### config.mk
export PLATFORM = sky130hd
export DESIGN_NAME = tcsef_top
export DESIGN_NICKNAME = d
export VERILOG_FILES = /design/src/shared/tcsef_pkg.sv /design/src/hdl/tcsef_trig.sv /design/src/hdl/tcsef_srcsel.sv /design/src/hdl/tcsef_top.sv
export SDC_FILE = /design/constraint.sdc
export NUM_CORES = 1
export LEC_CHECK = 0
export BUFFER_PORTS_ARGS = -buffer_cell sky130_fd_sc_hd__clkbuf_2
export CORE_UTILIZATION = 42
export CTS_CLUSTER_SIZE = 25
export DETAILED_ROUTE_END_ITERATION = 6
export PLACE_DENSITY = 0.63
export SYNTH_ARGS = -nofsm -noshare
export SYNTH_HDL_FRONTEND = slang
export SYNTH_SLANG_ARGS = --single-unit
### constraint.sdc
create_clock -name i_clk -period 3.25 [get_ports i_clk]
set_input_delay 0 -clock i_clk [delete_from_list [all_inputs] [get_ports i_clk]]
set_output_delay 0 -clock i_clk [all_outputs]
set_load 0.01 [all_outputs]
### src/shared/tcsef_pkg.sv
// constants, field layouts and enumerations of the transmitter c/u source and event flag block
// assumes one clock, a byte-wide register port and host reads that clear the event flags
//
// Notes on behaviour
// - two-bit field picks the buffer loading source
// - validity bit from stored value or receiver
// - transfer-done flag sets when enabled and unmasked
// - transfer-done flag pulls interrupt, sets transmitter summary
// - slip flag triggers on slip or block start
// - slip flag pulls interrupt, sets transmitter summary
// - rate-ready flag sets, pulls interrupt, converter summary
// - ratio flag sets, pulls interrupt, converter summary
// - mask bits enable events, zero masks them
// - per-event trigger modes: rise, fall, level, reserved
// - status register is read-only, writes ignored
// - disable bit blocks transfers; updates need nonzero source

package tcsef_pkg;

	// ===========================================================
	// register port and offsets
	localparam int ADDR_W = 8;
	localparam int DATA_W = 8;
	localparam logic [7:0] OFF_SUMMARY = 8'h02;
	localparam logic [7:0] OFF_TX_CTL1 = 8'h07;
	localparam logic [7:0] OFF_TX_CTL2 = 8'h08;
	localparam logic [7:0] OFF_CU_SRC = 8'h09;
	localparam logic [7:0] OFF_EVT_STAT = 8'h0A;
	localparam logic [7:0] OFF_EVT_MASK = 8'h0B;
	localparam logic [7:0] OFF_EVT_MODE = 8'h0C;

	// ===========================================================
	// field positions
	localparam int SLIP_SRC_BIT = 0;
	localparam int VALID_VAL_BIT = 1;
	localparam int XFER_DIS_BIT = 3;
	localparam int VSEL_BIT = 2;
	localparam int CU_LSB = 0;
	localparam int SUM_CONV_BIT = 0;
	localparam int SUM_TX_BIT = 1;
	localparam int FLAG_XFER_BIT = 0;
	localparam int FLAG_SLIP_BIT = 1;
	localparam int FLAG_READY_BIT = 4;
	localparam int FLAG_RATIO_BIT = 5;

	// implemented bits of each register; all others read zero
	localparam logic [7:0] CTL1_VALID = 8'h03;
	localparam logic [7:0] CTL2_VALID = 8'h08;
	localparam logic [7:0] CU_SRC_VALID = 8'h07;
	localparam logic [7:0] FLAG_VALID = 8'h33;

	// ===========================================================
	// reset values
	localparam logic [7:0] RST_CTL = 8'h00;
	localparam logic [7:0] RST_MASK = 8'h00;
	localparam logic [7:0] RST_MODE = 8'h00;
	localparam logic [7:0] RST_FLAGS = 8'h00;
	localparam logic INT_N_IDLE = 1'b1;

	// ===========================================================
	// event indices and buffer layout
	localparam int EV_N = 4;
	localparam int EV_XFER = 0;
	localparam int EV_SLIP = 1;
	localparam int EV_READY = 2;
	localparam int EV_RATIO = 3;
	localparam int IDX_W = 5;
	localparam logic [4:0] CU_HOST_BYTES = 5'h0A;

	typedef enum logic [1:0] {
		TRIG_RISE = 2'b00,
		TRIG_FALL = 2'b01,
		TRIG_LEVEL = 2'b10,
		TRIG_RSVD = 2'b11
	} tcsef_trig_e;

	typedef enum logic [1:0] {
		CU_NONE = 2'b00,
		CU_HOST = 2'b01,
		CU_RX = 2'b10,
		CU_SPLIT = 2'b11
	} tcsef_cu_e;

	// spreads the four event bits onto the status register layout
	function automatic logic [7:0] tcsef_spread(input logic [3:0] ev);
		logic [7:0] v;
		v = 8'h00;
		v[FLAG_XFER_BIT] = ev[EV_XFER];
		v[FLAG_SLIP_BIT] = ev[EV_SLIP];
		v[FLAG_READY_BIT] = ev[EV_READY];
		v[FLAG_RATIO_BIT] = ev[EV_RATIO];
		return v;
	endfunction : tcsef_spread

endpackage : tcsef_pkg

### src/hdl/tcsef_trig.sv
// trigger detector for one event: rising edge, falling edge or level
// assumes the event source is synchronous to i_clk
`timescale 1ns/1ns

module tcsef_trig
	import tcsef_pkg::*;
(
	input wire logic i_clk, // block clock
	input wire logic i_rst_n, // synchronous reset, active low
	input wire logic i_src, // raw event condition
	input wire logic [1:0] i_mode, // trigger mode code
	output logic o_hit // event detected this cycle
);

	// ===========================================================
	// previous sample for edge detection
	logic prev_reg;

	// previous sample clears at reset, so a source already high at release counts as a rise
	always_ff @(posedge i_clk) begin
		if (!i_rst_n) begin
			prev_reg <= 1'b0;
		end else begin
			prev_reg <= i_src;
		end
	end

	// mode decode; the reserved code never fires
	always_comb begin
		case (i_mode)
			TRIG_RISE: o_hit = i_src && !prev_reg;
			TRIG_FALL: o_hit = !i_src && prev_reg;
			TRIG_LEVEL: o_hit = i_src;
			default: o_hit = 1'b0;
		endcase
	end
endmodule : tcsef_trig

### src/hdl/tcsef_srcsel.sv
// c/u buffer source decode and validity bit selection
// assumes the caller supplies the index of the buffer byte being loaded
`timescale 1ns/1ns

module tcsef_srcsel
	import tcsef_pkg::*;
(
	input wire logic [1:0] i_cu_sel, // buffer source field
	input wire logic i_vsel, // validity source select
	input wire logic i_valid_val, // stored validity value
	input wire logic i_rx_v, // receiver validity bit
	input wire logic [IDX_W-1:0] i_byte_idx, // byte being loaded
	output logic o_host_en, // host may load this byte
	output logic o_rx_en, // receiver buffers load this byte
	output logic o_v_bit // transmitted validity bit
);

	// ===========================================================
	// split mode hands the low bytes to the host
	wire low_byte = (i_byte_idx < CU_HOST_BYTES);

	// zero source field blocks every update
	always_comb begin
		case (i_cu_sel)
			CU_NONE: begin
				o_host_en = 1'b0;
				o_rx_en = 1'b0;
			end
			CU_HOST: begin
				o_host_en = 1'b1;
				o_rx_en = 1'b0;
			end
			CU_RX: begin
				o_host_en = 1'b0;
				o_rx_en = 1'b1;
			end
			default: begin
				o_host_en = low_byte;
				o_rx_en = !low_byte;
			end
		endcase
	end

	// pure mux so the receiver bit passes with no added latency
	assign o_v_bit = i_vsel ? i_rx_v : i_valid_val;

endmodule : tcsef_srcsel

### src/hdl/tcsef_top.sv
// transmitter c/u source control, validity select and four event flags with interrupt
// assumes a byte register port: one-cycle strobes, read data the cycle after the strobe
`timescale 1ns/1ns

module tcsef_top
	import tcsef_pkg::*;
(
	input wire logic i_clk, // block clock, 25 MHz
	input wire logic i_rst_n, // synchronous reset, active low
	input wire logic [ADDR_W-1:0] i_addr, // register address
	input wire logic [DATA_W-1:0] i_wdata, // register write data
	input wire logic i_wr, // write strobe
	input wire logic i_rd, // read strobe
	output logic [DATA_W-1:0] o_rdata, // read data, cycle after i_rd
	input wire logic i_xfer_done, // user to transmit buffer transfer complete
	input wire logic i_data_slip, // asynchronous data slip seen
	input wire logic i_block_start, // transmitter block start
	input wire logic i_in_rate_done, // input rate estimator left fast mode
	input wire logic i_out_rate_done, // output rate estimator left fast mode
	input wire logic i_in_rate_higher, // input rate above output rate
	input wire logic i_rx_v_bit, // receiver validity bit
	input wire logic [IDX_W-1:0] i_user_byte_idx, // user buffer byte being loaded
	output logic o_int_n, // shared interrupt, active low
	output logic o_v_bit, // transmitted validity bit
	output logic o_user_host_en, // host loads the addressed user buffer byte
	output logic o_user_rx_en, // receiver loads the addressed user buffer byte
	output logic o_user_to_tx_en // user to transmit buffer transfers allowed
);

	// ===========================================================
	// register state
	logic [7:0] ctl1_reg;
	logic [7:0] ctl1_next;
	logic [7:0] ctl2_reg;
	logic [7:0] ctl2_next;
	logic [7:0] cu_src_reg;
	logic [7:0] cu_src_next;
	logic [7:0] mask_reg;
	logic [7:0] mask_next;
	logic [7:0] mode_reg;
	logic [7:0] mode_next;
	logic [7:0] flags_reg;
	logic [7:0] flags_next;
	logic [7:0] sum_reg;
	logic [7:0] sum_next;
	logic [7:0] rdata_reg;
	logic [7:0] rdata_next;
	logic int_n_reg;
	logic int_n_next;
	logic host_en_reg;
	logic rx_en_reg;
	logic xfer_en_reg;

	// ===========================================================
	// address decode
	wire wr_ctl1 = i_wr && (i_addr == OFF_TX_CTL1);
	wire wr_ctl2 = i_wr && (i_addr == OFF_TX_CTL2);
	wire wr_cu = i_wr && (i_addr == OFF_CU_SRC);
	wire wr_mask = i_wr && (i_addr == OFF_EVT_MASK);
	wire wr_mode = i_wr && (i_addr == OFF_EVT_MODE);
	wire rd_stat = i_rd && (i_addr == OFF_EVT_STAT);

	// unimplemented bits are dropped on write so they read back zero
	assign ctl1_next = wr_ctl1 ? (i_wdata & CTL1_VALID) : ctl1_reg;
	assign ctl2_next = wr_ctl2 ? (i_wdata & CTL2_VALID) : ctl2_reg;
	assign cu_src_next = wr_cu ? (i_wdata & CU_SRC_VALID) : cu_src_reg;
	assign mask_next = wr_mask ? (i_wdata & FLAG_VALID) : mask_reg;
	assign mode_next = wr_mode ? i_wdata : mode_reg;

	// control fields
	wire slip_src_sel = ctl1_reg[SLIP_SRC_BIT];
	wire valid_val = ctl1_reg[VALID_VAL_BIT];
	wire xfer_dis = ctl2_reg[XFER_DIS_BIT];
	wire vsel = cu_src_reg[VSEL_BIT];
	wire [1:0] cu_sel = cu_src_reg[CU_LSB+1:CU_LSB];

	// ===========================================================
	// event sources and trigger detection
	wire [EV_N-1:0] ev_src;
	wire [EV_N-1:0] ev_hit;
	wire [EV_N-1:0] ev_gate;

	assign ev_src[EV_XFER] = i_xfer_done;
	assign ev_src[EV_SLIP] = slip_src_sel ? i_block_start : i_data_slip;
	assign ev_src[EV_READY] = i_in_rate_done && i_out_rate_done;
	assign ev_src[EV_RATIO] = i_in_rate_higher;

	genvar gi;
	generate
		for (gi = 0; gi < EV_N; gi = gi + 1) begin : g_trig
			tcsef_trig u_trig (
				.i_clk(i_clk),
				.i_rst_n(i_rst_n),
				.i_src(ev_src[gi]),
				.i_mode(mode_reg[2*gi+1:2*gi]),
				.o_hit(ev_hit[gi])
			);
		end
	endgenerate

	// a completed transfer only counts while transfers are enabled
	assign ev_gate = {1'b1, 1'b1, 1'b1, !xfer_dis};

	// ===========================================================
	// sticky flags: a set in the clearing read cycle survives the clear
	wire [7:0] set_vec = tcsef_spread(ev_hit & ev_gate) & mask_reg;
	wire [7:0] clr_vec = rd_stat ? FLAG_VALID : 8'h00;

	assign flags_next = (flags_reg & ~clr_vec) | set_vec;

	// summary bits follow the flags of each side
	always_comb begin
		sum_next = 8'h00;
		sum_next[SUM_TX_BIT] = flags_next[FLAG_XFER_BIT] || flags_next[FLAG_SLIP_BIT];
		sum_next[SUM_CONV_BIT] = flags_next[FLAG_READY_BIT] || flags_next[FLAG_RATIO_BIT];
	end

	// masking a pending flag later also hides it from the pin
	assign int_n_next = ~|(flags_next & mask_next);

	// ===========================================================
	// read mux; writes to the status offset fall through and change nothing
	assign rdata_next = !i_rd ? 8'h00 :
		(i_addr == OFF_SUMMARY) ? sum_reg :
		(i_addr == OFF_TX_CTL1) ? ctl1_reg :
		(i_addr == OFF_TX_CTL2) ? ctl2_reg :
		(i_addr == OFF_CU_SRC) ? cu_src_reg :
		(i_addr == OFF_EVT_STAT) ? flags_reg :
		(i_addr == OFF_EVT_MASK) ? mask_reg :
		(i_addr == OFF_EVT_MODE) ? mode_reg : 8'h00;

	// ===========================================================
	// buffer source decode and validity selection
	wire host_en_w;
	wire rx_en_w;

	tcsef_srcsel u_srcsel (
		.i_cu_sel(cu_sel),
		.i_vsel(vsel),
		.i_valid_val(valid_val),
		.i_rx_v(i_rx_v_bit),
		.i_byte_idx(i_user_byte_idx),
		.o_host_en(host_en_w),
		.o_rx_en(rx_en_w),
		.o_v_bit(o_v_bit)
	);

	// ===========================================================
	// configuration registers
	always_ff @(posedge i_clk) begin
		if (!i_rst_n) begin
			ctl1_reg <= RST_CTL;
			ctl2_reg <= RST_CTL;
			cu_src_reg <= RST_CTL;
			mask_reg <= RST_MASK;
			mode_reg <= RST_MODE;
		end else begin
			ctl1_reg <= ctl1_next;
			ctl2_reg <= ctl2_next;
			cu_src_reg <= cu_src_next;
			mask_reg <= mask_next;
			mode_reg <= mode_next;
		end
	end

	// flags, summary, interrupt and read data
	always_ff @(posedge i_clk) begin
		if (!i_rst_n) begin
			flags_reg <= RST_FLAGS;
			sum_reg <= RST_FLAGS;
			int_n_reg <= INT_N_IDLE;
			rdata_reg <= 8'h00;
		end else begin
			flags_reg <= flags_next;
			sum_reg <= sum_next;
			int_n_reg <= int_n_next;
			rdata_reg <= rdata_next;
		end
	end

	// buffer enables registered so every top output except the validity bit o_v_bit is a flop
	always_ff @(posedge i_clk) begin
		if (!i_rst_n) begin
			host_en_reg <= 1'b0;
			rx_en_reg <= 1'b0;
			xfer_en_reg <= 1'b0;
		end else begin
			host_en_reg <= host_en_w;
			rx_en_reg <= rx_en_w;
			xfer_en_reg <= !xfer_dis;
		end
	end

	assign o_rdata = rdata_reg;
	assign o_int_n = int_n_reg;
	assign o_user_host_en = host_en_reg;
	assign o_user_rx_en = rx_en_reg;
	assign o_user_to_tx_en = xfer_en_reg;
endmodule : tcsef_top

==> results.md <==
Critical path:
- The number of buffers and inverters on the critical path is 1.
- On the worst path, the slowest cell contributes a delay of 570 ps.
- Of all nets on the critical path, the largest fanout is 18.
- The worst register-to-register path has a setup slack of about 1700 ps.
- The cell family with the largest share of critical-path delay is simple AND/OR/NAND/NOR gates.
- STA classifies the critical path startpoint as a primary input.
- STA classifies the critical path endpoint as a flop.
- The highest-delay cell along the critical path is or3b_2.
- The worst register-to-register path ends at o_int_n$_SDFF_PN1_.
- Traced cell by cell, the critical path runs through clkbuf_2, or3b_2, nor3_4, nand2_1, nand2_1, a21oi_1.
- At the worst endpoint, the required time is 3410 ps.
- The startpoint identified for the worst register-to-register timing path is ctl1_reg[0]$_SDFFE_PN0P_.
- The cell count of the worst reg-to-reg path is 5.
- The most numerous cell type found on the critical path is nand2_1.
- The type of the setup path with the least slack is primary input to flop.
- The arrival time at the worst endpoint is between 1500 and 2000 ps.

Min path:
- The hold path endpoint is mode_reg[0]$_SDFFE_PN0P_.
- The startpoint of the tightest hold check path is i_wdata[0].
- The tightest min-delay check is of the primary input to flop type.
- Along the worst hold path, the cell count comes to 3.

Clock tree:
- TritonCTS built the clock tree.
- For this design, the sink count on the clock tree is 40.
- The register clock-pin slew on the reported worst setup and hold paths is roughly 80 ps.
- The tree is rooted in a clkbuf_8.
- The number of H-tree levels is 2.
- The TritonCTS buffer count is 5.
- The number of buffers on the longest clock path is 2.
- The clock latency on the worst-skew pair is 300 ps.

Floorplan:
- The number of placed I/O pins is 45.
- The die area is 4500 um^2.
- For this configuration, the core starts out at a cell density of about 44%.
- The die is approximately 67 um wide.
- The die height is ~67 um.
- The row count is 23.
- The core region is around 4000 um^2.

STA:
- The number of failing hold endpoints at the final stage is 0.
- The final-report max-slew violation count is 0.
- Setup violations remaining at the end of the flow were counted as 0.
- Static timing analysis puts the maximum clock frequency at a little over 600 MHz.
- The actual transition at the worst max-transition pin is approximately 750 ps.
- The share of the clock period used by the worst path is around half.
- The final critical-path required period is ~1600 ps.
- Setup total negative slack on the finished layout was measured at 0 ps.
- In this run the tightest slew margin relative to its limit is around half.
- Setup repair after global routing left no endpoint under its margin.
- Clock skew on the completed layout was measured at approximately 5.7 ps.
- After layout, the worst setup slack is around 1600 ps.

Synthesis:
- The number of cells produced by synthesis is 201.
- By area the synthesized netlist is led by dfxtp_1, mux2i_1, a21oi_1.
- For this run, asynchronously set or reset flops after synthesis account for 0%.
- The Yosys step of the flow raised 0 warnings.
- The flop and latch count out of synthesis is 40.
- The synthesized design contains 0 enable-type register cells.
- In this run the cell area of the synthesized design comes to around 1800 um^2.
- The net count of the mapped netlist is approximately 230.
- Synthesis instantiated 42 different standard cells from the library.
- In the synthesized netlist the dominant register cell turns out to be dfxtp_1.
- The average instance in the mapped netlist occupies ~8.8 um^2.
- The synthesized design devotes to its leading area cell type between 40% and 50% of total area.
- The largest total area in the synthesized netlist belongs to dfxtp_1.
- After synthesis, flip-flops and latches occupy 45.0% of the total area.

Final layout:
- The library cell used most frequently in the layout, excluding fill and tap cells, is clkbuf_2.
- The antenna diode instance count is 0.
- Cells with a size suffix above 1 make up 24.5% of the layout.
- The filler cells instantiated in the layout total roughly 400.
- The sequential cells in the finished layout cover a total of approximately 800 um^2.
- The final net count is ~290.
- Relative to the synthesized area, the layout overhead comes to 27.0%.
- Summing all multi-input logic gate instances after layout gives 930 um^2.
- In the layout the commonest cells are clkbuf_2, dfxtp_1, nor2_1, a21oi_1, nand2_1.

Global routing:
- Entering global routing, the biggest net connects 28 pins.
- The first global-routing pass estimated 7130 um of wire.
- The initial antenna violation count is 0.
- The global-route usage over all layers is around 22%.
- The total global routing overflow is 0.
- The via count of the first global-routing pass is between 1000 and 1500.

Pwr:
- The worst vdd rail ir drop is between 0.2 and 0.3 mV.
- The leakage power of the design is 0.953 nW.
- The post-layout total power is 991 uW.
- Power spread over the standard cell area amounts to ~440 nW/um^2.

Route:
- The count of nets left with antenna violations once routing finished came out at 0.
- Dividing the detail-routed wire length by the instance count gives between 10 and 15 um.
- For this block, the initial DRC count from the detailed router was roughly 130.
- The number of detailed-routing iterations run before antenna repair is 4.
- The routed wire length is between 4000 and 5000 um.
- Summing over every cut layer, the via total after detailed routing is approximately 1600.
- After detailed routing, the number of vias per cell comes to around 5.4.
- The DRC violation count after routing is 0.

Placed design:
- Before CTS, the worst setup slack after placement is about 1300 ps.
- The count of buffers added on input and output ports is 43.
- The routability congestion estimate is 0.857.
- Once detailed placement completed, the half-perimeter wirelength came to between 3000 and 4000 um.

Outcome:
- The flow ran to the end, and the final reports show no timing, DRC or antenna violations.

Flow run:
- The tool flagged a number of max-cap violations equal to 0.
==> cells in the mapped netlist, types with 3 or more instances <==
cell      instances
nand2_1          17
and2_1            3
nand3_1          11
a21oi_1          19
nor3_1            6
nor2_1           23
mux2i_1          11
nor2b_1           8
a22oi_1           5
nand2b_1          3
inv_1             3
and3_1            6
o21ai_0           9
dfxtp_1          40
clkbuf_1          4
==> worst max path at each step <==
stage | startpoint | endpoint | depth (start not counted)
after detailed placement | i_addr[0] | mode_reg[4]$_SDFFE_PN0P_ | 6
final | i_addr[0] | mode_reg[4]$_SDFFE_PN0P_ | 6
after global routing | i_addr[0] | mode_reg[4]$_SDFFE_PN0P_ | 6
after floorplan | i_addr[5] | ctl1_reg[1]$_SDFFE_PN0P_ | 5
after CTS | i_addr[0] | mode_reg[4]$_SDFFE_PN0P_ | 6
after global placement | i_addr[0] | mode_reg[6]$_SDFFE_PN0P_ | 6
==> per-stage QoR <==
step                      area (um^2)  util (%)  std cells  hold slack, ps
after global routing             2260      56.1        307            14.5
final                            2260      56.1        307            5.26
after CTS                        2260      56.1        307            3.65
after global placement           2020      50.2        287             242
after detailed placement         2020      50.2        287             245
after floorplan                  1780         -        201            65.0
==> area by class of cell <==
cell class	instances	share of cell area, %
Multi-Input combinational cell	150	41.2
Sequential cell	40	35.5
Tap cell	50	2.77
Clock buffer	5	3.05
Inverter	4	0.665
Clock inverter	3	2.05
Timing Repair Buffer	55	14.8
==> report_power, final <==
part / leakage [nW] / switching, mW / total, mW / internal, mW
Clock: 0.0548 / 0.185 / 0.417 / 0.231
Combinational: 0.575 / 0.0447 / 0.0804 / 0.0358
Sequential: 0.323 / 0.00116 / 0.494 / 0.493
==> cells by family after synthesis <==
family	after synthesis	share of synthesized area, %
AND/OR/NAND/NOR	92	28.6
AO/OA/AOI/OAI	44	15.7
flip-flops	40	45.0
multiplexers	13	7.46
buffers and inverters	11	2.67
XOR/XNOR	1	0.493
==> routing by layer <==
layer / routed length (um) / track usage, % / vias up
met4: 70 / 7.98 / 0
met5: 0 / 0 / -
met2: 1910 / 33.3 / 55
met3: 251 / 5.99 / 6
met1: 2010 / 29.4 / 750
li1: - / - / 835
==> worst min-delay path, delay by kind of cell <==
kind            cells  cell delay [ps]
buf+inv             1              120
simple gates        1               80
compound gates      1               60
==> timing repair <==
| item | in CTS | in global routing |
|---|---|---|
| hold buffers | 12 | 0 |
| hold endpoints to repair | 15 | 0 |
| gates resized for setup | 0 | 0 |
| buffers inserted | 0 | 0 |
Note: power is estimated with default switching activity, not from simulation.
